File: src/hdl/dop_pkg.sv
/*
 Shared constants and carrier types for the downconverter output port:
 register offsets, control fields, reset values, counts and pin bundles.
 Assumes a single 25 MHz clock and an APB register bus with 8-bit addresses.
*/
package dop_pkg;

   // ==========================================================
   // Register offsets (byte addresses)
   localparam logic [7:0]  DOP_CTRL_OFS    = 8'h00;
   localparam logic [7:0]  DOP_DEBUG_OFS   = 8'h04;
   localparam logic [7:0]  DOP_IRQ_ST_OFS  = 8'h08;
   localparam logic [7:0]  DOP_IRQ_MSK_OFS = 8'h0C;
   localparam logic [7:0]  DOP_STATE_OFS   = 8'h10;
   localparam logic [7:0]  DOP_DAISY_OFS   = 8'h14;

   // ==========================================================
   // Control register fields
   localparam int          DOP_C_SER_EN    = 0;
   localparam int          DOP_C_BCK_POL   = 1;
   localparam int          DOP_C_PACKED    = 2;
   localparam int          DOP_C_FRM_POL   = 3;
   localparam int          DOP_C_RDY_POL   = 4;
   localparam int          DOP_C_DEBUG     = 5;
   localparam int          DOP_C_MASTER    = 6;
   localparam int          DOP_C_SLV_POL   = 7;
   localparam int          DOP_C_RATE_LO   = 8;
   localparam int          DOP_C_RATE_HI   = 15;

   // ==========================================================
   // Reset values
   localparam logic [15:0] DOP_CTRL_RST    = 16'h0000;
   localparam logic [19:0] DOP_DEBUG_RST   = 20'h00000;
   localparam logic [1:0]  DOP_IRQ_RST     = 2'h0;
   localparam logic [1:0]  DOP_CONV_RST    = 2'h0;
   // Pin order {drive_n, select[2:0], bit clock, sync_n, reset_n, power down}
   localparam logic [7:0]  DOP_PIN_INIT    = 8'h86;

   // ==========================================================
   // Counts
   localparam logic [4:0]  DOP_FRAME_LAST  = 5'h1F;
   localparam logic [4:0]  DOP_HALF_WORD   = 5'h10;
   localparam logic [4:0]  DOP_DAISY_LAST  = 5'h0F;
   localparam logic [1:0]  DOP_STROBE_CYC  = 2'h2;

   // ==========================================================
   // Carrier types
   typedef struct packed {
      logic        valid;
      logic [15:0] a_i;
      logic [15:0] a_q;
      logic [15:0] b_i;
      logic [15:0] b_q;
   } dop_sample_type;

   typedef struct packed {
      logic       a_update;
      logic       b_update;
      logic [2:0] a_gain;
      logic [2:0] b_gain;
   } dop_agc_type;

   typedef struct packed {
      logic chan_a_serial_data;
      logic chan_b_serial_data;
      logic serial_frame_pulse;
      logic bit_clock;
   } dop_serial_type;

   typedef enum logic [1:0] {
      DOP_IDLE  = 2'b01,
      DOP_SHIFT = 2'b10
   } dop_state_type;

endpackage

File: src/hdl/dop_gain_latch.sv
/*
 One channel of the external amplifier gain port: holds the gain word
 and pulses an active-low latch strobe after each update.
 Assumes hold_in is high during reset or sync; strobe then stays low.
*/
`timescale 1ns/100ps
module dop_gain_latch
   import dop_pkg::*;
(
   input  wire logic       clk_in,
   input  wire logic       hold_in,
   input  wire logic       update_in,
   input  wire logic [2:0] gain_in,
   output logic      [2:0] gain_word_out,
   output logic            gain_latch_n_out
);

   logic [1:0] cnt_q;

   // ==========================================================
   // Word captured on update, strobe counted out afterwards
   always_ff @(posedge clk_in) begin
      if (hold_in) begin
         gain_word_out <= 3'h0;
         cnt_q         <= 2'h0;
      end else if (update_in) begin
         gain_word_out <= gain_in;
         cnt_q         <= DOP_STROBE_CYC;
      end else if (cnt_q != 2'h0) begin
         cnt_q <= cnt_q - 2'h1;
      end
   end

   // Low while held, so the amplifier starts from a known word
   assign gain_latch_n_out = ~(hold_in | (cnt_q != 2'h0));

endmodule

File: src/hdl/dop_sync.sv
/*
 Two flip-flop synchroniser for a group of pin levels.
 Assumes each bit is an independent slow level; no word coherency.
*/
`timescale 1ns/100ps
module dop_sync #(
   parameter int         WIDTH = 8,
   parameter logic [7:0] INIT  = 8'h00
) (
   input  wire logic             clk_in,
   input  wire logic             rst_in,
   input  wire logic [WIDTH-1:0] pins_in,
   output logic      [WIDTH-1:0] sync_out
);

   logic [WIDTH-1:0] meta_q;

   // ==========================================================
   // First stage feeds only the second stage
   always_ff @(posedge clk_in) begin
      if (rst_in) begin
         meta_q   <= INIT[WIDTH-1:0];
         sync_out <= INIT[WIDTH-1:0];
      end else begin
         meta_q   <= pins_in;
         sync_out <= meta_q;
      end
   end

endmodule

File: src/hdl/dop_top.sv
/*
 Output side of a dual channel downconverter: serial and parallel sample
 ports, daisy-chain capture, ready flag, debug remap, gain ports, pins.
 Assumes samples and gain updates come from same-clock logic and all pins
 come from outside the clock domain. Registers are reached over APB.
*/
// What this block does
// - Power-down pin high disables both converters, low enables them.
// - Master reset low clears all registers but the pin synchronisers and holds both gain strobes low.
// - Serial data is two's complement, most significant bit first.
// - Data changes on bit clock rising edge; polarity bit swaps both edges.
// - Serial pins undriven after power-up until serial enable bit is set.
// - Debug mode maps debug bits 1, 0, 2 onto A, B, frame; clock keeps running.
// - Rate zero makes the bit clock follow the input clock directly.
// - Daisy master captures slave bits on falling clock edge, rising if inverted.
// - Frame pulse starts each word, or each I/Q pair when packed; polarity set.
// - Word select picks one of eight words; bit 15 is most significant.
// - Parallel bus driven only while enable low; enable ignored in debug.
// - Debug mode shows debug bits 19 to 4 on the parallel bus.
// - Daisy master reads select pins as slave frame, B data, A data.
// - Ready flag marks each output sample period start, polarity set.
// - Ready flag always driven; debug mode puts debug bit 3 on it.
// - Each channel drives a 3-bit gain word from gain control logic.
// - Each channel pulses an active-low strobe latching the gain word.
// - Sync pin is registered and holds both gain strobes low while active.
`timescale 1ns/100ps
module dop_top
   import dop_pkg::*;
(
   input  wire logic           clk_in,
   input  wire logic           rst_in,
   input  wire logic           psel_in,
   input  wire logic           penable_in,
   input  wire logic           pwrite_in,
   input  wire logic [7:0]     paddr_in,
   input  wire logic [31:0]    pwdata_in,
   output logic      [31:0]    prdata_out,
   output logic                pready_out,
   output logic                pslverr_out,
   input  wire dop_sample_type sample_in,
   input  wire dop_agc_type    agc_in,
   input  wire logic           converter_power_down_in,
   input  wire logic           master_reset_n_in,
   input  wire logic           sync_n_in,
   input  wire logic           daisy_bit_clock_in,
   input  wire logic [2:0]     parallel_word_select_in,
   input  wire logic           parallel_drive_enable_n_in,
   output logic      [1:0]     converter_enable_out,
   output dop_serial_type      serial_pins_out,
   output logic                serial_oe_out,
   output logic      [15:0]    parallel_word_bus_out,
   output logic                parallel_oe_out,
   output logic                ready_flag_out,
   output logic      [2:0]     chan_a_gain_word_out,
   output logic      [2:0]     chan_b_gain_word_out,
   output logic                chan_a_gain_latch_n_out,
   output logic                chan_b_gain_latch_n_out,
   output logic                irq_out
);

   // ==========================================================
   // Pin synchronisers
   logic [7:0] pins_s;
   wire  logic pdn_s   = pins_s[0];
   wire  logic mrn_s   = pins_s[1];
   wire  logic sync_n_s = pins_s[2];
   wire  logic sck_s   = pins_s[3];
   wire  logic [2:0] sel_s = pins_s[6:4];
   wire  logic pen_n_s = pins_s[7];

   dop_sync #(
      .WIDTH (8),
      .INIT  (DOP_PIN_INIT)
   ) u_pins (
      .clk_in   (clk_in),
      .rst_in   (rst_in),
      .pins_in  ({parallel_drive_enable_n_in, parallel_word_select_in,
                  daisy_bit_clock_in, sync_n_in, master_reset_n_in,
                  converter_power_down_in}),
      .sync_out (pins_s)
   );

   // Master reset pin joins the system reset for every register but the pin synchronisers
   wire logic core_rst = rst_in | ~mrn_s;
   wire logic sync_act = ~sync_n_s;
   // Sync flushes sample data in flight as well
   wire logic ser_rst  = core_rst | sync_act;

   // ==========================================================
   // Registers
   logic [15:0]    ctrl_q;
   logic [19:0]    dbg_q;
   logic [1:0]     irq_st_q;
   logic [1:0]     irq_msk_q;
   logic [1:0]     conv_en_q;
   dop_sample_type samp_q;
   logic           pend_q;
   dop_state_type  state_q;
   logic [4:0]     bit_cnt_q;
   logic [31:0]    sh_a_q;
   logic [31:0]    sh_b_q;
   logic [7:0]     div_cnt_q;
   logic           phase_q;
   logic           rdy_q;
   logic           sck_prev_q;
   logic [4:0]     dsy_cnt_q;
   logic [15:0]    dsy_a_q;
   logic [15:0]    dsy_b_q;
   logic [15:0]    cap_a_q;
   logic [15:0]    cap_b_q;
   logic           dsy_done_q;
   logic [15:0]    par_q;
   logic [31:0]    rdata_q;

   // Control fields
   wire logic       ser_en   = ctrl_q[DOP_C_SER_EN];
   wire logic       bck_pol  = ctrl_q[DOP_C_BCK_POL];
   wire logic       packed_m = ctrl_q[DOP_C_PACKED];
   wire logic       frm_pol  = ctrl_q[DOP_C_FRM_POL];
   wire logic       rdy_pol  = ctrl_q[DOP_C_RDY_POL];
   wire logic       debug_m  = ctrl_q[DOP_C_DEBUG];
   wire logic       master_m = ctrl_q[DOP_C_MASTER];
   wire logic       slv_pol  = ctrl_q[DOP_C_SLV_POL];
   wire logic [7:0] rate     = ctrl_q[DOP_C_RATE_HI:DOP_C_RATE_LO];

   // ==========================================================
   // APB decode
   wire logic setup   = psel_in & ~penable_in;
   wire logic access  = psel_in & penable_in;
   wire logic wr      = access & pwrite_in;
   wire logic hit_ctl = paddr_in == DOP_CTRL_OFS;
   wire logic hit_dbg = paddr_in == DOP_DEBUG_OFS;
   wire logic hit_ist = paddr_in == DOP_IRQ_ST_OFS;
   wire logic hit_msk = paddr_in == DOP_IRQ_MSK_OFS;
   wire logic hit_sta = paddr_in == DOP_STATE_OFS;
   wire logic hit_dsy = paddr_in == DOP_DAISY_OFS;
   wire logic mapped  = hit_ctl | hit_dbg | hit_ist | hit_msk | hit_sta | hit_dsy;

   wire logic [31:0] state_word = {18'h00000, chan_b_gain_word_out, chan_a_gain_word_out,
                                   2'h0, state_q, pend_q, phase_q, conv_en_q};
   wire logic [31:0] rd_mux =
      hit_ctl ? {16'h0000, ctrl_q} :
      hit_dbg ? {12'h000, dbg_q} :
      hit_ist ? {30'h00000000, irq_st_q} :
      hit_msk ? {30'h00000000, irq_msk_q} :
      hit_sta ? state_word :
      hit_dsy ? {cap_b_q, cap_a_q} : 32'h00000000;

   // Zero wait states; read data is captured in the setup cycle
   assign pready_out  = 1'b1;
   assign pslverr_out = access & ~mapped;
   assign prdata_out  = rdata_q;

   always_ff @(posedge clk_in) begin
      if (core_rst) begin
         rdata_q <= 32'h00000000;
      end else if (setup) begin
         rdata_q <= rd_mux;
      end
   end

   // Software writes
   always_ff @(posedge clk_in) begin
      if (core_rst) begin
         ctrl_q    <= DOP_CTRL_RST;
         dbg_q     <= DOP_DEBUG_RST;
         irq_msk_q <= DOP_IRQ_RST;
      end else if (wr) begin
         if (hit_ctl) ctrl_q <= pwdata_in[15:0];
         if (hit_dbg) dbg_q <= pwdata_in[19:0];
         if (hit_msk) irq_msk_q <= pwdata_in[1:0];
      end
   end

   // ==========================================================
   // Interrupts: new events win over a write-one clear
   wire logic [1:0] irq_ev  = {dsy_done_q, sample_in.valid};
   wire logic [1:0] irq_clr = (wr & hit_ist) ? pwdata_in[1:0] : 2'h0;

   always_ff @(posedge clk_in) begin
      if (core_rst) begin
         irq_st_q <= DOP_IRQ_RST;
      end else begin
         irq_st_q <= (irq_st_q & ~irq_clr) | irq_ev;
      end
   end

   assign irq_out = |(irq_st_q & irq_msk_q);

   // ==========================================================
   // Converter power control
   always_ff @(posedge clk_in) begin
      if (core_rst) begin
         conv_en_q <= DOP_CONV_RST;
      end else begin
         conv_en_q <= {2{~pdn_s}};
      end
   end

   assign converter_enable_out = conv_en_q;

   // ==========================================================
   // Bit clock divider: half period is rate cycles
   wire logic rate_zero = rate == 8'h00;
   wire logic div_hit   = div_cnt_q == 8'(rate - 8'h01);
   // Launch marks the edge on which serial bits change
   wire logic launch    = rate_zero | (div_hit & ~phase_q);

   always_ff @(posedge clk_in) begin
      if (core_rst | rate_zero) begin
         div_cnt_q <= 8'h00;
         phase_q   <= 1'b0;
      end else if (div_hit) begin
         div_cnt_q <= 8'h00;
         phase_q   <= ~phase_q;
      end else begin
         div_cnt_q <= div_cnt_q + 8'h01;
      end
   end

   // Rate zero passes the input clock through, duty cycle and all;
   // this puts a clock on a data path, accepted for that mode only
   wire logic sck_raw = rate_zero ? clk_in : phase_q;

   // ==========================================================
   // Sample capture
   always_ff @(posedge clk_in) begin
      if (ser_rst) begin
         samp_q <= '0;
         rdy_q  <= 1'b0;
      end else begin
         rdy_q <= sample_in.valid;
         if (sample_in.valid) samp_q <= sample_in;
      end
   end

   // ==========================================================
   // Serialiser: 32 bits per channel, I word then Q word
   always_ff @(posedge clk_in) begin
      if (ser_rst) begin
         state_q   <= DOP_IDLE;
         pend_q    <= 1'b0;
         bit_cnt_q <= 5'h00;
         sh_a_q    <= 32'h00000000;
         sh_b_q    <= 32'h00000000;
      end else begin
         if (sample_in.valid) pend_q <= 1'b1;
         if (launch) begin
            case (state_q)
               DOP_IDLE: begin
                  if (pend_q) begin
                     sh_a_q    <= {samp_q.a_i, samp_q.a_q};
                     sh_b_q    <= {samp_q.b_i, samp_q.b_q};
                     bit_cnt_q <= 5'h00;
                     state_q   <= DOP_SHIFT;
                     if (!sample_in.valid) pend_q <= 1'b0;
                  end
               end
               DOP_SHIFT: begin
                  if (bit_cnt_q == DOP_FRAME_LAST) begin
                     state_q <= DOP_IDLE;
                  end else begin
                     sh_a_q    <= {sh_a_q[30:0], 1'b0};
                     sh_b_q    <= {sh_b_q[30:0], 1'b0};
                     bit_cnt_q <= bit_cnt_q + 5'h01;
                  end
               end
               default: begin
                  state_q <= DOP_IDLE;
               end
            endcase
         end
      end
   end

   // Frame at word start, or only at pair start when packed
   wire logic shifting = state_q == DOP_SHIFT;
   wire logic frame    = shifting & ((bit_cnt_q == 5'h00) |
                                     (~packed_m & (bit_cnt_q == DOP_HALF_WORD)));

   // ==========================================================
   // Serial pin mapping, debug remap
   assign serial_pins_out.chan_a_serial_data = debug_m ? dbg_q[1] : shifting & sh_a_q[31];
   assign serial_pins_out.chan_b_serial_data = debug_m ? dbg_q[0] : shifting & sh_b_q[31];
   assign serial_pins_out.serial_frame_pulse = debug_m ? dbg_q[2] : frame ^ frm_pol;
   assign serial_pins_out.bit_clock          = sck_raw ^ bck_pol;
   assign serial_oe_out                      = ser_en;

   // Ready flag never depends on the serial enable
   assign ready_flag_out = debug_m ? dbg_q[3] : rdy_q ^ rdy_pol;

   // ==========================================================
   // Daisy-chain capture from the select pins
   wire logic slv_frame = sel_s[2] ^ frm_pol;
   wire logic cap_edge  = master_m & (slv_pol ? (sck_s & ~sck_prev_q)
                                              : (~sck_s & sck_prev_q));
   wire logic [15:0] dsy_a_nx = {dsy_a_q[14:0], sel_s[0]};
   wire logic [15:0] dsy_b_nx = {dsy_b_q[14:0], sel_s[1]};

   always_ff @(posedge clk_in) begin
      if (core_rst) begin
         sck_prev_q <= 1'b0;
      end else begin
         sck_prev_q <= sck_s;
      end
   end

   // Only the first 16 bits after a slave frame are kept; a packed
   // slave's second word is dropped
   always_ff @(posedge clk_in) begin
      if (core_rst) begin
         dsy_cnt_q  <= 5'h00;
         dsy_a_q    <= 16'h0000;
         dsy_b_q    <= 16'h0000;
         cap_a_q    <= 16'h0000;
         cap_b_q    <= 16'h0000;
         dsy_done_q <= 1'b0;
      end else begin
         dsy_done_q <= 1'b0;
         if (cap_edge) begin
            dsy_a_q <= dsy_a_nx;
            dsy_b_q <= dsy_b_nx;
            if (slv_frame) begin
               dsy_cnt_q <= 5'h01;
            end else if (dsy_cnt_q == DOP_DAISY_LAST) begin
               dsy_cnt_q  <= 5'h00;
               cap_a_q    <= dsy_a_nx;
               cap_b_q    <= dsy_b_nx;
               dsy_done_q <= 1'b1;
            end else if (dsy_cnt_q != 5'h00) begin
               dsy_cnt_q <= dsy_cnt_q + 5'h01;
            end
         end
      end
   end

   // ==========================================================
   // Parallel port: eight selectable words
   logic [7:0][15:0] pwords;
   assign pwords = {cap_b_q, cap_a_q, {14'h0000, irq_st_q},
                    {10'h000, chan_a_gain_word_out, chan_b_gain_word_out},
                    samp_q.b_q, samp_q.b_i, samp_q.a_q, samp_q.a_i};

   always_ff @(posedge clk_in) begin
      if (core_rst) begin
         par_q <= 16'h0000;
      end else begin
         par_q <= debug_m ? dbg_q[19:4] : pwords[sel_s];
      end
   end

   assign parallel_word_bus_out = par_q;
   assign parallel_oe_out       = debug_m | ~pen_n_s;

   // ==========================================================
   // Gain ports, one per channel
   logic [1:0]      gain_upd;
   logic [1:0][2:0] gain_in;
   logic [1:0][2:0] gain_out;
   logic [1:0]      gain_n;
   assign gain_upd = {agc_in.b_update, agc_in.a_update};
   assign gain_in  = {agc_in.b_gain, agc_in.a_gain};

   for (genvar ch = 0; ch < 2; ch++) begin : g_gain
      dop_gain_latch u_gain (
         .clk_in           (clk_in),
         .hold_in          (ser_rst),
         .update_in        (gain_upd[ch]),
         .gain_in          (gain_in[ch]),
         .gain_word_out    (gain_out[ch]),
         .gain_latch_n_out (gain_n[ch])
      );
   end

   assign chan_a_gain_word_out    = gain_out[0];
   assign chan_b_gain_word_out    = gain_out[1];
   assign chan_a_gain_latch_n_out = gain_n[0];
   assign chan_b_gain_latch_n_out = gain_n[1];

endmodule

File: config.mk
export PLATFORM = sky130hd
export DESIGN_NAME = dop_top
export DESIGN_NICKNAME = d
export VERILOG_FILES = /design/src/hdl/dop_pkg.sv /design/src/hdl/dop_gain_latch.sv /design/src/hdl/dop_sync.sv /design/src/hdl/dop_top.sv
export SDC_FILE = /design/constraint.sdc
export NUM_CORES = 1
export LEC_CHECK = 0
export ABC_AREA = 1
export BUFFER_PORTS_ARGS = -buffer_cell sky130_fd_sc_hd__buf_2
export CAP_MARGIN = 20
export CORE_AREA = 5 5 196 198
export CTS_BUF_LIST = sky130_fd_sc_hd__clkbuf_8
export DETAILED_ROUTE_END_ITERATION = 7
export DIE_AREA = 0 0 201 203
export GPL_TIMING_DRIVEN = 0
export SYNTH_ARGS = -nofsm -noshare
export SYNTH_HDL_FRONTEND = slang
export SYNTH_SLANG_ARGS = --single-unit
export TNS_END_PERCENT = 1
File: constraint.sdc
create_clock -name clk_in -period 5.85 [get_ports clk_in]
set_input_delay 1.17 -clock clk_in [delete_from_list [all_inputs] [get_ports clk_in]]
set_output_delay 1.17 -clock clk_in [all_outputs]
set_load 0.01 [all_outputs]
==> key figures <==
Floorplanning
  – Std-Cell Rows: 70
  – Die area: 40,800 sq um
  – Starting Density: 0.4035
  – Die width: 201 microns
  – Die height: 203 microns
  – Std-Cell Core Area: 36,350 sq um
  – Io pins: around 190

Timing
  – Hold Fails Final Rpt: 0
  – Final Skew: 31.75 ps
  – RSZ-0062 raised after global routing: false
  – Setup TNS: 0 ps
  – Slew margin rel.: 0.4282
  – Fin. max-slew vios: 0
  – Worst-Margin Slew: 849.8 ps
  – Setup violators final: 0

Placement
  – Buffers on Ports: 180
  – HPWL Detailed: 40,900 microns
  – Placer Congestion: 1.017
  – Area post-placement: 16,150 sq um

Critical path
  – Worst Setup Path Type: clk2out
  – R2R setup slack: 3160 ps
  – Worst R2R Path Depth: 15
  – RR Startpoint: ctrl_q[8]$_SDFFE_PP0P_
  – End point of the critical path: serial_pins_out[0]
  – Critical path peak fanout: 2
  – CP arrival: 3660 ps
  – Reg2reg end: bit_cnt_q[0]$_SDFFE_PN0P_
  – Crit. End Element: primary output
  – CP startpoint kind: clock port
  – Req. time, crit path: 4680 ps
  – CP startpoint: clk_in

Routing
  – Drt wl/cell: around 18 microns
  – Metal2 WL: 25,020 microns
  – Highest routed metal layer: met4
  – WL met1: between 20,000 and 25,000 microns
  – Total Wirelength: 52,620 microns
  – DR DRC count: 0
  – Drt first pass iters: 7
  – Initial DRC Count: 1,088
  – Met3 routed WL: 3697 microns
  – Post-route ant nets: 0
  – Vias: 14,970
  – Via density: 5.167

Final layout
  – Antenna cells: 0
  – Layout area overhead: 18.38%
  – Fin nets: between 2,000 and 3,000
  – Core Util, Final: 0.4777
  – Final instance area: between 15,000 and 20,000 sq um
  – Share of cells above drive strength 1: 0.1293

GRT
  – Initial antenna violation count: 0
  – First-pass GRT wire length: 80,210 microns
  – Vias in the first global route: 14,040
  – Grt ovf: 0
  – Pin count of the biggest net entering global routing: 16
  – Gr usage total: 0.2495

Pwr
  – Final Power: between 5000 and 6000 uW
  – VDD IR-drop max: 0.1586 mV
  – Leakage: 0.007492 uW
  – PwrDens: 336.5 nW/um^2

Worst hold path
  – HP Class: reg2reg
  – Hold path start: u_pins.sync_out[0]$_SDFF_PP0_
  – Worst hold path stage count: 1

Yosys
  – Post-Syn Nets: 2,276
  – Most common cell in the netlist: nand2_1
  – Synth Instances: 2,142
  – EDFF count, synth: 0
  – Post-Syn Area: 14,670 sq um
  – Area contributors post-synth: dfxtp_1 (45%), nand2_1 (12%), o21ai_0 (9.1%)
  – Synth cell types: 37
  – Synth area leader: dfxtp_1
  – Post-synth top cells: nand2_1 (475), dfxtp_1 (330), o21ai_0 (268)
  – Share of the synthesized area in the top cell type: 0.4504
  – Synth Register Bits: 330
  – Ys flop type: dfxtp_1
  – Async set-reset flop share out of synthesis: 0
  – Synthesized area per cell: 6.847 sq um
  – Synth warn: 0
  – Register area share after synthesis: 0.4504

Job
  – Max cap viols: 0

Run status
  – Outcome: finished clean

Clock network
  – Post-CTS setup buffer count: 0
  – CTS resizes: 0
  – Worst-skew pair later-pin latency: 770 ps
  – TritonCTS clock tree: yes
  – Cts-stage hold buffer count: 0
  – Reg clk slew, reported paths: 70 ps
## metrics by stage
step / setup WS [ps] / cells / hold slack, ps
after floorplan: 1405 / 2142 / 368.2
after global placement: 1362 / 2790 / 375.6
after detailed placement: 1362 / 2790 / 377.4
after CTS: 1009 / 2896 / 386.5
after global routing: 1002 / 2896 / 395.0
final: 1024 / 2896 / 387.0
## flip-flops by register name (all words and copies together), names as in the netlist, 5 cells and up
| signal | count |
|---|---|
| dsy_a_q | 15 |
| u_pins.meta_q | 8 |
| u_pins.sync_out | 8 |
| dsy_cnt_q | 5 |
| dbg_q | 20 |
| cap_b_q | 16 |
| pwords | 64 |
| bit_cnt_q | 5 |
| parallel_word_bus_out | 16 |
| div_cnt_q | 8 |
| sh_a_q | 32 |
| cap_a_q | 16 |
| sh_b_q | 32 |
| dsy_b_q | 15 |
| g_gain.u_gain.gain_word_out | 6 |
| prdata_out | 32 |
| ctrl_q | 16 |
## area by class of cell
| type | count | area, sq um |
|---|---|---|
| fillers | 3688 | 18980 |
| flip-flops and latches | 330 | 6606 |
| multi-input cells | 1414 | 6510 |
| clock buffers | 77 | 1051 |
| inverters | 254 | 953.4 |
| repair buffers | 179 | 895.9 |
| plain buffers | 144 | 596.8 |
| well taps | 468 | 585.6 |
| clock inverters | 30 | 163.9 |
## power by group
part | switching [uW] | leakage [uW] | internal, uW
combinational | 761 | 0.00409 | 366
sequential | 79.6 | 0.00268 | 2410
clock | 1010 | 0.000714 | 1220
## how the worst min path moves through the flow
stage	to
after floorplan	converter_enable_out[0]$_SDFF_PP0_
after global placement	converter_enable_out[0]$_SDFF_PP0_
after detailed placement	converter_enable_out[0]$_SDFF_PP0_
after CTS	converter_enable_out[0]$_SDFF_PP0_
after global routing	converter_enable_out[0]$_SDFF_PP0_
final	converter_enable_out[0]$_SDFF_PP0_
## metal layers
| layer | vias up | GRT usage |
|---|---|---|
| met1 | 6892 | 0.3073 |
| met2 | 556 | 0.4228 |
| met5 | - | 0 |
| li1 | 7390 | - |
| met4 | 0 | 0.1131 |
| met3 | 127 | 0.05031 |
## placed cells by master (no fill, tap or decap), types with 2 or more instances in the layout
master and count:
xnor2_1 5, nor4_1 2, a211oi_1 2, nor3b_1 2
o21ai_0 268, xor2_1 7, mux2i_1 3, nor2_1 262
nor3_2 2, a22o_1 2, nand2_1 475, nor3_1 9
o31ai_1 5, a31oi_1 12, ha_1 8, nand4_1 72
clkbuf_1 97, o22ai_1 19, nor2_2 3, inv_1 269
nand3_1 32, buf_4 8, o211ai_1 6, buf_2 201
buf_1 18, clkinv_2 7, inv_2 4, o221ai_1 6
clkbuf_8 76, or2_2 6, a21oi_1 199, dfxtp_1 330
## cells by family after synthesis
family,synth area share
simple gates,0.2427
compound gates,0.1849
buf+inv,0.1057
flops,0.4504
xor+xnor,0.007166
fa+ha+maj,0.006825
mux,0.002048
other cells,0.0002557
## worst max-delay path, stage by stage
cell      delay, ps
clkbuf_8        110
clkbuf_8        120
nor2_1           90
a21oi_1          50
xor2_1          190
buf_2           170
Note: power is estimated with default switching activity, not from simulation.
